### config.mk
export PLATFORM = sky130hd
export DESIGN_NAME = ecsg_event_capture
export DESIGN_NICKNAME = d
export VERILOG_FILES = /design/src/hdl/ecsg_pkg.sv /design/src/hdl/ecsg_edge_detect.sv /design/src/hdl/ecsg_event_capture.sv
export SDC_FILE = /design/constraint.sdc
export NUM_CORES = 1
export LEC_CHECK = 0
export BUFFER_PORTS_ARGS = -buffer_cell sky130_fd_sc_hd__buf_4
export CAP_MARGIN = 20
export CORE_MARGIN = 2
export CORE_UTILIZATION = 44
export CTS_BUF_LIST = sky130_fd_sc_hd__clkbuf_16
export CTS_CLUSTER_DIAMETER = 200
export DETAILED_ROUTE_END_ITERATION = 8
export PLACE_DENSITY = 0.76
export SYNTH_ARGS = -nofsm -noshare
export SYNTH_HDL_FRONTEND = slang
export SYNTH_SLANG_ARGS = --single-unit
### constraint.sdc
create_clock -name clk_i -period 5.26 [get_ports clk_i]
set_clock_uncertainty 0.15 [all_clocks]
set_input_delay 0.789 -clock clk_i [delete_from_list [all_inputs] [get_ports clk_i]]
set_output_delay 0.789 -clock clk_i [all_outputs]
set_load 0.005 [all_outputs]
### src/hdl/ecsg_pkg.sv
package ecsg_pkg;
   // Register offsets on the serial register port
   localparam logic [6:0] ADDR_SYS_EN   = 7'h04;
   localparam logic [6:0] ADDR_GLOBAL   = 7'h60;
   localparam logic [6:0] ADDR_SYS_FLG  = 7'h61;
   localparam logic [6:0] ADDR_SUP_FLG  = 7'h62;
   localparam logic [6:0] ADDR_TRX_FLG  = 7'h63;
   localparam logic [6:0] ADDR_WAKE_FLG = 7'h64;

   // System flag positions
   localparam int POWER_UP_BIT     = 4;
   localparam int OVERHEAT_BIT     = 2;
   localparam int SERIAL_FAULT_BIT = 1;
   localparam int WATCHDOG_BIT     = 0;
   // Supply flag positions
   localparam int SENSOR_OVER_BIT  = 2;
   localparam int SENSOR_UNDER_BIT = 1;
   localparam int MAIN_UNDER_BIT   = 0;
   // Transceiver flag positions
   localparam int SILENCE_BIT      = 4;
   localparam int TRX_FAULT_BIT    = 1;
   localparam int BUS_WAKE_BIT     = 0;
   // Wake pin flag positions
   localparam int RISING_BIT       = 1;
   localparam int FALLING_BIT      = 0;
   // Summary bit positions
   localparam int WAKE_GRP_BIT     = 3;
   localparam int TRX_GRP_BIT      = 2;
   localparam int SUP_GRP_BIT      = 1;
   localparam int SYS_GRP_BIT      = 0;

   // Implemented bits; all others read zero
   localparam logic [7:0] SYS_FLG_MASK  = 8'h17;
   localparam logic [7:0] SUP_FLG_MASK  = 8'h07;
   localparam logic [7:0] TRX_FLG_MASK  = 8'h13;
   localparam logic [7:0] WAKE_FLG_MASK = 8'h03;
   localparam logic [7:0] SYS_EN_MASK   = 8'h06;
   localparam logic [7:0] GLOBAL_MASK   = 8'h0F;

   // Values after reset
   localparam logic [7:0] FLAGS_RESET   = 8'h00;
   localparam logic [7:0] SYS_EN_RESET  = 8'h00;
   localparam logic [7:0] RDATA_RESET   = 8'h00;

   // Command and mode codes
   localparam logic [2:0] MC_SLEEP      = 3'h1;
   localparam logic [1:0] TRX_MODE_UV   = 2'h1;

   // Sleep guard states
   typedef enum logic [0:0] {ST_RUN, ST_SLEEP} ecsg_state_t;
endpackage : ecsg_pkg

### src/hdl/ecsg_edge_detect.sv
`timescale 1ns/1ps
// Rising and falling edge pulses of a synchronous level input
module ecsg_edge_detect (
   // Clock and reset
   input  wire logic clk_i,
   input  wire logic rst_b_i,
   // Level in, pulses out
   input  wire logic level_i,
   output logic      rise_o,
   output logic      fall_o
);
   logic prev;

   // Previous sample; reset low so a high pin at release reads as a rise
   always_ff @(posedge clk_i or negedge rst_b_i) begin
      if (!rst_b_i) begin
         prev <= 1'b0;
      end else begin
         prev <= level_i;
      end
   end

   // Combinational pulses, registered by the flag logic downstream
   assign rise_o = level_i & ~prev;
   assign fall_o = ~level_i & prev;
endmodule : ecsg_edge_detect

### src/hdl/ecsg_event_capture.sv
`timescale 1ns/1ps
// Overview of operation
// - Sleep needs a regular wake source enabled
// - No wake source on sleep request: reset
// - Sleep command with pending flag: reset
// - Sleep disabled: command sets serial fault only
// - Sleep-disable bit comes from non-volatile store
// - Flags clear by writing one only
// - Summary at 60h, groups in bits 3:0
// - Summary bit set while its group nonzero
// - System flags: power-up, overheat, serial, watchdog
// - Power-up and overheat flag sources
// - Supply flags: sensor over/under, main under
// - Transceiver bit 4 flags bus silence
// - Transceiver bit 1 flags fault conditions
// - Transceiver bit 0 flags offline bus wake
// - Wake pin rising bit 1, falling bit 0
// - System capture enable at 04h, bits 2:1
// - Flags set only when capture enabled, except power-up and watchdog
// - Wake-ups regular, failures diagnostic
// - Offline with regulator on and a flag pending: receive pin low
module ecsg_event_capture (
   // Clock and reset
   input  wire logic       clk_i,
   input  wire logic       rst_b_i,
   // Register port from the serial front end
   input  wire logic       reg_wr_i,
   input  wire logic       reg_rd_i,
   input  wire logic [6:0] reg_addr_i,
   input  wire logic [7:0] reg_wdata_i,
   output logic      [7:0] reg_rdata_o,
   // Mode command from the serial front end
   input  wire logic       mode_cmd_valid_i,
   input  wire logic [2:0] operating_state_command_i,
   // System events, one-cycle pulses
   input  wire logic       power_up_event_i,
   input  wire logic       overheat_event_i,
   input  wire logic       serial_fault_event_i,
   input  wire logic       watchdog_fault_event_i,
   // Supply events, one-cycle pulses
   input  wire logic       sensor_supply_over_event_i,
   input  wire logic       sensor_supply_under_event_i,
   input  wire logic       main_regulator_under_event_i,
   // Transceiver events and state
   input  wire logic       bus_silence_event_i,
   input  wire logic       trx_undervoltage_off_event_i,
   input  wire logic       txd_clamped_event_i,
   input  wire logic       bus_wakeup_event_i,
   input  wire logic [1:0] transceiver_mode_field_i,
   input  wire logic       trx_offline_i,
   input  wire logic       main_regulator_on_i,
   // Wake pin level
   input  wire logic       wake_pin_i,
   // Capture enables held outside this block
   input  wire logic [2:0] supply_capture_en_i,
   input  wire logic [2:0] trx_capture_en_i,
   input  wire logic [1:0] wake_capture_en_i,
   // Non-volatile configuration
   input  wire logic       sleep_disable_bit_i,
   // Outcomes
   output logic            enter_sleep_o,
   output logic            system_reset_o,
   output logic            sleep_active_o,
   output logic            rxd_low_o
);
   import ecsg_pkg::*;

   logic [7:0]  sys_flags;
   logic [7:0]  sup_flags;
   logic [7:0]  trx_flags;
   logic [7:0]  wake_flags;
   logic [7:0]  sys_en;
   logic [7:0]  global_sum;
   logic [7:0]  sys_set, sup_set, trx_set, wake_set;
   logic        wake_rise, wake_fall;
   logic        regular_wake_en;
   logic        any_pending;
   logic        sleep_cmd;
   logic        guard_serial_port_fault_flag;
   logic        guard_reset;
   logic        guard_sleep;
   logic        wake_from_sleep;
   ecsg_state_t state;

   // Clear mask: ones written to a given address
   function automatic logic [7:0] clr_mask(input logic [6:0] a);
      clr_mask = (reg_wr_i && reg_addr_i == a) ? reg_wdata_i : 8'h00;
   endfunction : clr_mask

   // Set wins over clear so an event in the clearing cycle survives
   function automatic logic [7:0] next_flags(input logic [7:0] cur,
                                             input logic [7:0] set,
                                             input logic [7:0] clr,
                                             input logic [7:0] msk);
      next_flags = ((cur & ~clr) | set) & msk;
   endfunction : next_flags

   ecsg_edge_detect u_wake_edge (
      .clk_i   (clk_i),
      .rst_b_i (rst_b_i),
      .level_i (wake_pin_i),
      .rise_o  (wake_rise),
      .fall_o  (wake_fall)
   );

   // Sleep command decode and guard outcome
   assign sleep_cmd = mode_cmd_valid_i && state == ST_RUN
                      && operating_state_command_i == MC_SLEEP;
   assign regular_wake_en = trx_capture_en_i[BUS_WAKE_BIT]
                            | (|wake_capture_en_i);
   assign any_pending = |global_sum;
   // Non-volatile bit arrives as a level held outside
   assign guard_serial_port_fault_flag  = sleep_cmd && sleep_disable_bit_i;
   assign guard_reset = sleep_cmd && !sleep_disable_bit_i
                        && (!regular_wake_en
                            || any_pending);
   assign guard_sleep = sleep_cmd && !sleep_disable_bit_i
                        && regular_wake_en && !any_pending;

   // Any captured regular event leaves sleep through reset
   assign wake_from_sleep = state == ST_SLEEP
                            && (|wake_set || trx_set[BUS_WAKE_BIT]);

   // System set terms; overheat and serial fault not captured asleep
   always_comb begin
      sys_set = 8'h00;
      sys_set[POWER_UP_BIT]     = power_up_event_i;
      sys_set[WATCHDOG_BIT]     = watchdog_fault_event_i;
      sys_set[OVERHEAT_BIT]     = overheat_event_i
                                  && sys_en[OVERHEAT_BIT]
                                  && state == ST_RUN;
      sys_set[SERIAL_FAULT_BIT] = (serial_fault_event_i || guard_serial_port_fault_flag)
                                  && sys_en[SERIAL_FAULT_BIT]
                                  && state == ST_RUN;
   end

   // Supply set terms
   always_comb begin
      sup_set = 8'h00;
      sup_set[SENSOR_OVER_BIT]  = sensor_supply_over_event_i
                                  && supply_capture_en_i[2];
      sup_set[SENSOR_UNDER_BIT] = sensor_supply_under_event_i
                                  && supply_capture_en_i[1];
      sup_set[MAIN_UNDER_BIT]   = main_regulator_under_event_i
                                  && supply_capture_en_i[0];
   end

   // Transceiver set terms
   always_comb begin
      trx_set = 8'h00;
      trx_set[SILENCE_BIT]   = bus_silence_event_i
                               && trx_capture_en_i[2];
      trx_set[TRX_FAULT_BIT] = trx_capture_en_i[1]
         && ((transceiver_mode_field_i == TRX_MODE_UV
              && trx_undervoltage_off_event_i)
             || txd_clamped_event_i);
      trx_set[BUS_WAKE_BIT]  = bus_wakeup_event_i && trx_offline_i
                               && trx_capture_en_i[0];
   end

   // Wake pin set terms
   always_comb begin
      wake_set = 8'h00;
      wake_set[RISING_BIT]  = wake_rise && wake_capture_en_i[1];
      wake_set[FALLING_BIT] = wake_fall && wake_capture_en_i[0];
   end

   // Event flags, write-one-to-clear
   always_ff @(posedge clk_i or negedge rst_b_i) begin
      if (!rst_b_i) begin
         sys_flags  <= FLAGS_RESET;
         sup_flags  <= FLAGS_RESET;
         trx_flags  <= FLAGS_RESET;
         wake_flags <= FLAGS_RESET;
      end else begin
         sys_flags  <= next_flags(sys_flags, sys_set,
                          clr_mask(ADDR_SYS_FLG), SYS_FLG_MASK);
         sup_flags  <= next_flags(sup_flags, sup_set,
                          clr_mask(ADDR_SUP_FLG), SUP_FLG_MASK);
         trx_flags  <= next_flags(trx_flags, trx_set,
                          clr_mask(ADDR_TRX_FLG), TRX_FLG_MASK);
         wake_flags <= next_flags(wake_flags, wake_set,
                          clr_mask(ADDR_WAKE_FLG), WAKE_FLG_MASK);
      end
   end

   // System capture enable register
   always_ff @(posedge clk_i or negedge rst_b_i) begin
      if (!rst_b_i) begin
         sys_en <= SYS_EN_RESET;
      end else if (reg_wr_i && reg_addr_i == ADDR_SYS_EN) begin
         sys_en <= reg_wdata_i & SYS_EN_MASK;
      end
   end

   // Pending summary per group
   always_comb begin
      global_sum = 8'h00;
      global_sum[WAKE_GRP_BIT] = |wake_flags;
      global_sum[TRX_GRP_BIT]  = |trx_flags;
      global_sum[SUP_GRP_BIT]  = |sup_flags;
      global_sum[SYS_GRP_BIT]  = |sys_flags;
   end

   // Read data, one cycle after the read strobe
   always_ff @(posedge clk_i or negedge rst_b_i) begin
      if (!rst_b_i) begin
         reg_rdata_o <= RDATA_RESET;
      end else if (reg_rd_i) begin
         case (reg_addr_i)
            ADDR_SYS_EN:   reg_rdata_o <= sys_en;
            ADDR_GLOBAL:   reg_rdata_o <= global_sum & GLOBAL_MASK;
            ADDR_SYS_FLG:  reg_rdata_o <= sys_flags;
            ADDR_SUP_FLG:  reg_rdata_o <= sup_flags;
            ADDR_TRX_FLG:  reg_rdata_o <= trx_flags;
            ADDR_WAKE_FLG: reg_rdata_o <= wake_flags;
            default:       reg_rdata_o <= RDATA_RESET;
         endcase
      end
   end

   // Sleep guard state
   always_ff @(posedge clk_i or negedge rst_b_i) begin
      if (!rst_b_i) begin
         state <= ST_RUN;
      end else begin
         case (state)
            ST_RUN: begin
               if (guard_sleep) begin
                  state <= ST_SLEEP;
               end
            end
            ST_SLEEP: begin
               if (wake_from_sleep) begin
                  state <= ST_RUN;
               end
            end
            default: state <= ST_RUN;
         endcase
      end
   end

   // Outcome pulses and sleep-active level; a refused sleep becomes a system reset
   always_ff @(posedge clk_i or negedge rst_b_i) begin
      if (!rst_b_i) begin
         enter_sleep_o  <= 1'b0;
         system_reset_o <= 1'b0;
         sleep_active_o <= 1'b0;
      end else begin
         enter_sleep_o  <= guard_sleep;
         system_reset_o <= guard_reset || wake_from_sleep;
         sleep_active_o <= guard_sleep
                           || (state == ST_SLEEP && !wake_from_sleep);
      end
   end

   // Receive pin pulled low to alert the host while offline
   always_ff @(posedge clk_i or negedge rst_b_i) begin
      if (!rst_b_i) begin
         rxd_low_o <= 1'b0;
      end else begin
         rxd_low_o <= trx_offline_i && main_regulator_on_i
                      && any_pending;
      end
   end

   // Assertions
   property p_refuse_no_wake;
      @(posedge clk_i) disable iff (!rst_b_i)
      sleep_cmd && !sleep_disable_bit_i && !regular_wake_en
      |=> system_reset_o && !enter_sleep_o;
   endproperty
   a_refuse_no_wake: assert property (p_refuse_no_wake)
      else $error("sleep without wake source did not reset");

   property p_sleep_needs_wake;
      @(posedge clk_i) disable iff (!rst_b_i)
      enter_sleep_o |-> $past(regular_wake_en);
   endproperty
   a_sleep_needs_wake: assert property (p_sleep_needs_wake)
      else $error("sleep entered with no wake source");

   property p_pending_reset;
      @(posedge clk_i) disable iff (!rst_b_i)
      sleep_cmd && !sleep_disable_bit_i && any_pending
      |=> system_reset_o && state == ST_RUN;
   endproperty
   a_pending_reset: assert property (p_pending_reset)
      else $error("sleep with pending flag did not reset");

   property p_disabled_sleep;
      @(posedge clk_i) disable iff (!rst_b_i)
      sleep_cmd && sleep_disable_bit_i && sys_en[SERIAL_FAULT_BIT]
      |=> sys_flags[SERIAL_FAULT_BIT] && state == ST_RUN
          && !system_reset_o && !enter_sleep_o;
   endproperty
   a_disabled_sleep: assert property (p_disabled_sleep)
      else $error("disabled sleep not turned into serial fault");

   property p_zero_write_keeps;
      @(posedge clk_i) disable iff (!rst_b_i)
      reg_wr_i && reg_addr_i == ADDR_WAKE_FLG
      && !reg_wdata_i[RISING_BIT] && wake_flags[RISING_BIT]
      |=> wake_flags[RISING_BIT];
   endproperty
   a_zero_write_keeps: assert property (p_zero_write_keeps)
      else $error("writing zero cleared a flag");

   property p_one_write_clears;
      @(posedge clk_i) disable iff (!rst_b_i)
      reg_wr_i && reg_addr_i == ADDR_SUP_FLG
      && reg_wdata_i[MAIN_UNDER_BIT] && !sup_set[MAIN_UNDER_BIT]
      |=> !sup_flags[MAIN_UNDER_BIT];
   endproperty
   a_one_write_clears: assert property (p_one_write_clears)
      else $error("writing one did not clear a flag");

   property p_summary_read;
      @(posedge clk_i) disable iff (!rst_b_i)
      reg_rd_i && reg_addr_i == ADDR_GLOBAL
      |=> reg_rdata_o == {4'h0, |$past(wake_flags), |$past(trx_flags),
                          |$past(sup_flags), |$past(sys_flags)};
   endproperty
   a_summary_read: assert property (p_summary_read)
      else $error("summary read wrong");

   property p_wake_edge;
      @(posedge clk_i) disable iff (!rst_b_i)
      $rose(wake_pin_i) && wake_capture_en_i[1]
      |=> wake_flags[RISING_BIT] && global_sum[WAKE_GRP_BIT];
   endproperty
   a_wake_edge: assert property (p_wake_edge)
      else $error("rising wake edge not captured");

   property p_disabled_capture;
      @(posedge clk_i) disable iff (!rst_b_i)
      !sys_flags[OVERHEAT_BIT] && !sys_en[OVERHEAT_BIT]
      |=> !sys_flags[OVERHEAT_BIT];
   endproperty
   a_disabled_capture: assert property (p_disabled_capture)
      else $error("overheat captured while disabled");

   property p_rxd_alert;
      @(posedge clk_i) disable iff (!rst_b_i)
      trx_offline_i && main_regulator_on_i && any_pending |=> rxd_low_o;
   endproperty
   a_rxd_alert: assert property (p_rxd_alert)
      else $error("receive pin not pulled low on pending event");

   c_sleep: cover property (@(posedge clk_i) disable iff (!rst_b_i)
      enter_sleep_o ##[1:20] system_reset_o);
   c_refused: cover property (@(posedge clk_i) disable iff (!rst_b_i)
      guard_reset && any_pending);
   c_serial_port_fault_flag: cover property (@(posedge clk_i) disable iff (!rst_b_i)
      guard_serial_port_fault_flag);
endmodule : ecsg_event_capture

# == After elaboration in Yosys (flattened, before gate mapping) ==
# Index checks and enable logic that the tools add are counted.
# word_totals
output_inout_bits,12
inputBits,48
register_bits,28
word_cells,93
# op_classes
n_reduce_logical,47
eq_ne,8
muxes,8
n_bitwise,18
# ops
op,n
$eq 7x7->1 const B,5
$logic_and 1x1->1,30
$pmux 5 s6,1
$reduce_or 12->1,1
$and 5x5->5,2
$mux 5,2
$not 5->5,2
$or 5x5->5,2
$eq 7x3->1 const B,1
$logic_or 1x1->1,6
$reduce_or 2->1,3
$reduce_or 3->1,2
$logic_not 1->1,4
$reduce_or 4->1,1
$and 3x3->3,1
$eq 3x1->1 const B,1
$mux 3,1
$not 1->1,3
$not 3->3,1
$or 3x3->3,1
$and 1x1->1,2
$and 2x2->2,1
$eq 2x1->1 const B,1
$mux 1,2
other kinds (5),5

# == Depth between registers and ports, before layout ==
# Gate-level depths: netlist (run 1).
# depth
depth_word,9
depth_mapped,5
mapped_depth_nobuf,4

# == Cells and area by module ==
# From an unflattened synthesis (run 1), not the netlist that was laid out.
# hier_totals
cells_unflattened,128
area_unflattened_um2,1335.0
# modules_own_cells
mod,seq_area_each_um2,n_inst,cells_per_inst,area_per_inst_um2
ecsg_event_capture,600.6,1,125,1295.0
ecsg_edge_detect,25.0,1,3,40.0

# == Worst setup path before layout (run 1) ==
# OpenSTA, ideal clock, no wires.
# synth_path
kind,in2reg
start,input reg_addr_i[0]
end,register sys_en[1]
arrival_time_ns,1.885
path_slack_ns,3.098
n_path_buf,0
path_stages,4
setup_time_ns,0.127
t_required_ns,4.983
cell_sequence,or3b_4 > nor4b_4 > nand2_2 > mux2_1
# synth_via
elab_chain_cells,2
# synth_lines
item,line_no,source
start: declaration,ecsg_event_capture.sv:29,"input wire logic [6:0] reg_addr_i,"
$eq 7x3->1,ecsg_event_capture.sv:191,end else if (reg_wr_i && reg_addr_i == ADDR_SYS_EN) begin
$logic_and 1x1->1,ecsg_event_capture.sv:191,
end signal: assignment,ecsg_event_capture.sv:192,sys_en <= reg_wdata_i & SYS_EN_MASK;
end: declaration,ecsg_event_capture.sv:72,logic [7:0] sys_en;
# No other way between the ends.
# A chain may end at the register's enable or synchronous reset.

# == Final worst setup path (run 1) ==
# layout_path
start,input reg_addr_i[3]
end,register sys_flags[2]
# layout_via
elab_chain_cells,6
# layout_lines
item,line_no,source
$eq 7x7->1,ecsg_event_capture.sv:87,clr_mask = (reg_wr_i && reg_addr_i == a) ? reg_wdata_i : 8'h00;
$logic_and 1x1->1,ecsg_event_capture.sv:87,
$mux 5,ecsg_event_capture.sv:87,
$not 5->5,ecsg_event_capture.sv:95,next_flags = ((cur & ~clr) | set) & msk;
$and 5x5->5,ecsg_event_capture.sv:95,
$or 5x5->5,ecsg_event_capture.sv:95,
end signal: assignment,ecsg_event_capture.sv:176,"sys_flags <= next_flags(sys_flags, sys_set,"
end: declaration,ecsg_event_capture.sv:68,logic [7:0] sys_flags;
# No other way between the ends.

==> results.txt, run 1 <==
The die is 58.7 um tall. Buffers placed on the I/O ports in this run total 52. The post-synthesis area per instance came out at 10.1 um2. The all-layer global routing usage came out at 0.202.

The family with the most delay on the worst path is simple AND/OR/NAND/NOR gates. The filler cell count is 231. The first-pass iteration count of the detailed router came out at 6.

The CTS H-tree depth is 1. The warning count from the yosys run is 0. The signal on the critical path passes through buf_4 > nand4bb_1 > nor4b_1 > nand2_1 > a32o_1.

The count of boundary I/O pins came out at 60. The transition time at the pin with the least slew margin is 850 ps. The maximum resistive drop on vdd is 0.245 mV.

Row generation in the floorplan step produced 19 rows. The count of routing violations after the opening detailed-route iteration came out at 37. The net count of the finished layout is 231.

The fraction of layout cells with a size suffix above 1 is 0.341. The clock latency on the worst-skew pair came out at 260 ps. The core region area is 2810 um2.

In this run the worst path has a maximum fanout of 6. Static timing analysis puts the maximum clock frequency at 423 MHz. The number of antenna violations at the first check in global routing is 0.

The power per cell area is 241 nW/um2. The count of unresolved DRC violations after routing came out at 3. STA classifies the critical path startpoint as a primary input. The met1 track demand over resource is 0.253. The synthesis-to-finish area growth came out at 36.6%. Registers take 626 um2. The largest stage delay on the critical path is 810 ps. The worst hold margin came out at 264 ps. The total cell area at the placement stage came out at 1720 um2. Summing over every cut layer, the via total after detailed routing is 1,175. The final hold violation count came out at 0. Entering global routing, the biggest net connects 26 pins. The synthesized flop and latch total is 25. The routed design has 3120 um of wire. By area the synthesized netlist is led by sky130_fd_sc_hd__dfrtp_1 48%, sky130_fd_sc_hd__nand2_1 4.8%, sky130_fd_sc_hd__a22o_1 4.0%, sky130_fd_sc_hd__nor2_1 3.4%, sky130_fd_sc_hd__and3b_1 2.7%. The number of nets still failing antenna checks after routing is 0. In the synthesized netlist the dominant register cell turns out to be sky130_fd_sc_hd__dfrtp_1. The remaining max-slew budget at the tightest pin came out at 0.426. Data on the critical path is required at its endpoint by 5260 ps.

The hold-fix buffer count after cts is 0. The slowest stage of the critical path belongs to the cell sky130_fd_sc_hd__nor4b_1. Summing all multi-input logic gate instances after layout gives 642 um2. The die area is 3450 um2.

The starting density of the core is 0.469. After routing the design area is 1800 um2. Buffers inserted during clock tree synthesis total 3. The share of flip-flops with an asynchronous set or reset after synthesis is 1.00. The post-CTS repair timing setup buffer count came out at 0.

The number of antenna diodes in the final layout is 0. The total half-perimeter wirelength after legalization and detailed placement came out at 2540 um. The ratio of routed vias to standard cells came out at 5.52. Setup violations remaining at the end of the flow were counted as 0.

The max-slew violation count is 0. The maximum buffer depth of the clock tree is 2. The start-to-end type of the worst setup path is in -> reg. The clock transition at the registers of the reported paths is 60 ps.

The number of global-route vias before repair came out at 1,130. Synthesis handed over a netlist of 130 instances. The clock period minus final worst setup slack is 2370 ps. The global-route track usage on met3 is 0.0374. The sequential area share after synthesis is 0.475. The average wire per standard cell is 14.6 um.

Of all cell types, the one taking the most synthesized area is sky130_fd_sc_hd__dfrtp_1. The number of violations of the max-capacitance limit is 0. For met2 alone, demand over resource in global routing was 0.347. TritonCTS built the clock tree. For this design the static power due to leakage is 0.818 nW. In this run the clock root is driven by a sky130_fd_sc_hd__clkbuf_16.

The total buffers and inverters traversed by the critical path is 1. In the synthesized netlist, the cells that appear most often are 25 x sky130_fd_sc_hd__dfrtp_1, 17 x sky130_fd_sc_hd__nand2_1, 12 x sky130_fd_sc_hd__nor2_1. The floorplan die width came out at 58.7 um. Setup repair after global routing left no endpoint under its margin.

The placer congestion estimate came out at 0.781. The peak-usage layer in the global routing report is met2. The number of distinct standard cells referenced by the synthesized netlist came out at 43. The critical path capture point type is a register. The run finished, with violations left. The aggregate negative setup slack is 0 ps. The checks that failed: design-rule violations. The path class of the tightest hold or removal check is in -> async. The final global-route overflow total is 0. The area share of the largest cell type after synthesis came out at 0.475.

Of the available clock period, the critical path in the final layout requires 0.450. The number of enable flip-flop cells after synthesis came out at 0. Among all cell types in the netlist, the one instantiated most often is sky130_fd_sc_hd__dfrtp_1. The total of cells resized after clock tree synthesis came out at 0. In this run the cell area of the synthesized design comes to 1320 um2.

The critical path arrival came out at 2370 ps. The clock sink count is 25. The post-route core utilization came out at 0.641.

The first-pass GRT wire length came out at 5180 um.
[cell families (layout without fill, tap and decap cells)]
logic type,after synthesis,in the layout,share of synthesized area
buffers and inverters,12,62,0.0428
other,1,3,0.00285
multiplexers,5,5,0.0418
flip-flops,25,25,0.475
AND/OR/NAND/NOR,53,53,0.246
AO/OA/AOI/OAI,34,34,0.191
[cell type report]
| class | count | area share |
|---|---|---|
| inverters | 6 | 0.0125 |
| multi-input cells | 95 | 0.357 |
| clock buffers | 3 | 0.0418 |
| clock inverters | 1 | 0.00209 |
| repair buffers | 52 | 0.217 |
| flip-flops and latches | 25 | 0.348 |
| well taps | 31 | 0.0216 |
[metrics by stage]
step / total power, mW / setup WS (ps) / cells
detailed placement: 0.271 / 2650 / 209
global placement: 0.268 / 2680 / 209
floorplan: 0.233 / 3100 / 132
global route: 0.451 / 2710 / 213
finish: 0.433 / 2890 / 213
CTS: 0.435 / 2910 / 213
[flip-flops by register name, indices dropped and copies added (netlist names), 2 cells and up]
register	count
reg_rdata_o	5
sup_flags	3
sys_en	2
sys_flags	4
trx_flags	3
wake_flags	2
[worst paths after layout]
| kind | from | endpoint | slack [ps] | cells past startpoint |
|---|---|---|---|---|
| min reg2reg | sys_flags[0]$_DFF_PN0_ | sys_flags[0]$_DFF_PN0_ | 370 | 1 |
| min in group clk_i | sys_flags[0]$_DFF_PN0_ | sys_flags[0]$_DFF_PN0_ | 370 | 1 |
| max in group asynchronous | rst_b_i | sup_flags[2]$_DFF_PN0_ | 4460 | 1 |
| max reg2reg | wake_flags[1]$_DFF_PN0_ | system_reset_o$_DFF_PN0_ | 3240 | 4 |
| max | reg_addr_i[3] | sys_flags[2]$_DFF_PN0_ | 2890 | 5 |
| min | rst_b_i | reg_rdata_o[4]$_DFFE_PN0P_ | 260 | 1 |
[metal layers]
metal,vias up,routed length [um]
met4,0,45
met5,-,0
li1,581,-
met1,547,1280
met3,5,218
met2,42,1570
[where the power goes]
| part | leakage [nW] | internal (mW) | switching (mW) |
|---|---|---|---|
| Clock | 0.0423 | 0.102 | 0.0641 |
| Sequential | 0.285 | 0.201 | 0.00599 |
| Combinational | 0.491 | 0.0350 | 0.0249 |
| Total | 0.818 | 0.338 | 0.0950 |
[cell usage in the layout (no fill, tap or decap), drive strengths merged, types with 2 or more instances in the layout]
| cell | synthesis | layout |
|---|---|---|
| buf | 4 | 52 |
| dfrtp | 25 | 25 |
| nand2 | 18 | 18 |
| nor2 | 12 | 12 |
| inv | 6 | 7 |
| a22o | 6 | 6 |
| and3b | 4 | 4 |
| a21o | 4 | 4 |
| o22ai | 4 | 4 |
| o21ai | 4 | 4 |
| mux2 | 4 | 4 |
| nand3 | 3 | 3 |
| a31oi | 3 | 3 |
| a22oi | 3 | 3 |
| conb | 1 | 3 |
| clkbuf | 2 | 3 |
| nor4b | 3 | 3 |
| nand4bb | 2 | 2 |
| a32o | 2 | 2 |
| nor4 | 2 | 2 |
| or4 | 2 | 2 |
Note: power is estimated with default switching activity, not from simulation.
==> run 2, diff against run 1 <==
CORE_UTILIZATION = 42   (was 44)
clock period = 2.05 ns   (was 5.26 ns; I/O delays follow)
==> run 2 against run 1 <==
  * The run now ends clean
  * Worst setup slack got worse by 2800 ps
  * Global-route usage increased by 0.44 points
  * First-iteration DRC count decreased by 35%
  * Total power increased to 2.6 times the previous value
  * Clock power increased to 2.5 times the previous value
  * Hold slack got worse by 240 ps
  * Sequential cell count unchanged
  * Cell count increased by 8.5%
  * Largest cell class unchanged
  * Largest power group unchanged
==> results.txt, run 2 (synthesis results as in run 1) <==
The clock period minus final worst setup slack is 1950 ps. The slowest cell on the critical path is sky130_fd_sc_hd__or4_4. The flip-flop count of the largest register after layout is 5 (unchanged). The die area came out at 3600 um2 (+4.4%). The largest stage delay on the critical path was 560 ps (-250 ps). STA classifies the critical path endpoint as a register. The number of vias after detailed routing is 1,246 (+6.0%). The first-pass iteration count of the detailed router came to 4 (-2). The number of antenna cells inserted is 0 (unchanged). The aggregate negative setup slack is 0 ps (unchanged). The final total power is 1.11 mW (+160%).

The number of violations of the max-capacitance limit was 0 (unchanged). The final global-route overflow total was 0 (unchanged). The starting density of the core is 0.435 (-0.0345).

The power per cell area was 597 nW/um2 (+150%). The final wirelength is 3340 um (+7.2%). The area of all placed cells without fillers is 1850 um2 (+3.1%). The CTS buffer count is 3 (unchanged). The start-to-end type of the worst setup path is reg -> reg. The count of unresolved DRC violations after routing is 0 (-3). The clock transition at the registers of the reported paths is 60 ps (about the same). The ratio of routed vias to standard cells came out at 5.39 (-2.2%). The synthesis-to-finish area growth is 40.9%.

The maximum resistive drop on vdd was 0.398 mV (+63%). The clock latency on the worst-skew pair came out at 260 ps (about the same). The clock tree root buffer cell is sky130_fd_sc_hd__clkbuf_16. The placer congestion estimate is 0.814 (+4.2%). The floorplan die width is 60.0 um (+2.2%). The worst setup path is launched from a register. The largest net degree at the start of global routing is 26 (unchanged).

The total half-perimeter wirelength after legalization and detailed placement came to 2710 um (+6.7%). The total cell area at the placement stage is 1770 um2 (+2.7%). The min-delay analysis places its worst path in the category in -> reg.

In the layout the commonest cells are 56 x sky130_fd_sc_hd__buf_4, 25 x sky130_fd_sc_hd__dfrtp_1, 17 x sky130_fd_sc_hd__nand2_1, 12 x sky130_fd_sc_hd__nor2_1, 7 x sky130_fd_sc_hd__inv_1. The all-layer global routing usage is 0.206 (+0.00438). The count of endpoints failing setup in the final report is 0 (unchanged).

The highest attainable clock frequency is 514 MHz. The first-pass GRT wire length is 5550 um (+7.2%). The worst reg-to-reg setup slack came out at 100 ps (-3140 ps). The critical path arrival is 1940 ps (-430 ps). Leaving out fill and tap cells, the most frequent cell in the layout is sky130_fd_sc_hd__buf_4. The number of nets still failing antenna checks after routing is 0 (unchanged).

The static power due to leakage is 0.841 nW (+2.9%). The floorplan die height came out at 60.0 um (+2.2%). The filler cell count is 265 (+15%).

The number of standard-cell rows in the floorplan came out at 20 (+1). The number of global-route vias before repair is 1,274 (+13%). The final hold violation count was 0 (unchanged). The largest driver fanout on the critical path came out at 4 (-2). The count of boundary I/O pins is 60 (unchanged). Setup repair after global routing left no endpoint under its margin. The critical path goes through or4_4 > nor4_4 > o31ai_1 > a32o_1.

The number of buffer cells added on primary ports was 52 (unchanged). The core region area came to 3030 um2 (+7.9%). The required time reported for the critical path endpoint came out at 2050 ps (-3210 ps). The number of antenna violations at the first check in global routing came out at 0 (unchanged).

The average wire per standard cell came out at 14.5 um (-1.1%). The clock sink count is 25 (unchanged). The max-slew violation count came to 0 (unchanged).

The run finished with clean final reports. In the finished design, the share of the clock period the worst path needs comes to 0.949. The CTS H-tree depth came out at 1 (unchanged). The count of routing violations after the opening detailed-route iteration came out at 24 (-35%). The clock tree from TritonCTS is built. The total of cells resized after clock tree synthesis came out at 0 (unchanged). The fraction of layout cells with a size suffix above 1 came out at 0.353 (+0.0123). The net count of the finished layout is 236 (+2.2%).

In the final layout, the registers with the most flip-flops are reg_rdata_o (5), sys_flags (4). The register bank with the most flops is reg_rdata_o. The maximum buffer depth of the clock tree is 2 (unchanged).
## run 2: cell types whose count changed in the layout (fill, tap and decap cells not counted), sizes merged
cell         before  now
dlygate4sd3       0    1
buf              52   56
## run 2: layer usage
layer | track usage | part of all wire
met4 | 0.0571 | 0.013
met2 | 0.373 | 0.51
met5 | 0 | 0
met3 | 0.0455 | 0.074
met1 | 0.244 | 0.41
## run 2: path summary, 6_finish.rpt
| kind | startpoint | to | cells after the start |
|---|---|---|---|
| setup / recovery | wake_flags[1]$_DFF_PN0_ | system_reset_o$_DFF_PN0_ | 4 |
| hold / removal | wake_pin_i | u_wake_edge.prev$_DFF_PN0_ | 1 |
| setup reg to reg | wake_flags[1]$_DFF_PN0_ | system_reset_o$_DFF_PN0_ | 4 |
| hold reg to reg | sys_flags[4]$_DFF_PN0_ | sys_flags[4]$_DFF_PN0_ | 1 |
| max in group asynchronous | rst_b_i | reg_rdata_o[3]$_DFFE_PN0P_ | 2 |
| min in group asynchronous | rst_b_i | reg_rdata_o[2]$_DFFE_PN0P_ | 2 |
## run 2: through the flow
| stage | std cells | hold slack [ps] | util | setup slack, ps |
|---|---|---|---|---|
| after floorplan | 132 | -138 | - | 181 |
| after global placement | 226 | 73.0 | 0.583 | 108 |
| after detailed placement | 226 | 77.0 | 0.583 | 91.3 |
| after CTS | 231 | 21.1 | 0.612 | 85.0 |
| after global routing | 231 | 21.3 | 0.612 | 40.2 |
| final | 231 | 22.1 | 0.612 | 105 |
## run 2: layout make-up
cell class | instances | area, um2 | area share
sequential | 25 | 626 | 0.337
tap | 44 | 55.1 | 0.0297
timing repair buffer | 57 | 430 | 0.232
inverter | 6 | 22.5 | 0.0121
clock inverter | 1 | 3.75 | 0.00202
multi-input combinational | 95 | 642 | 0.346
clock buffer | 3 | 75.1 | 0.0405
## run 2: critical path: cells and delay by family (launching register included)
family / cells / cell delay [ps]
simple gates: 2 / 850
compound gates: 2 / 410
flops: 1 / 420
## run 2: what timing repair did
action,in CTS,in global routing
hold buffers,1,0
hold endpoints to repair,25,0
buffers inserted,0,0
## run 2: power breakdown
| group | internal (mW) | total, mW | switching [mW] |
|---|---|---|---|
| Sequential | 0.515 | 0.531 | 0.0152 |
| Combinational | 0.0915 | 0.159 | 0.0676 |
| Clock | 0.260 | 0.417 | 0.156 |
| Total | 0.867 | 1.11 | 0.239 |
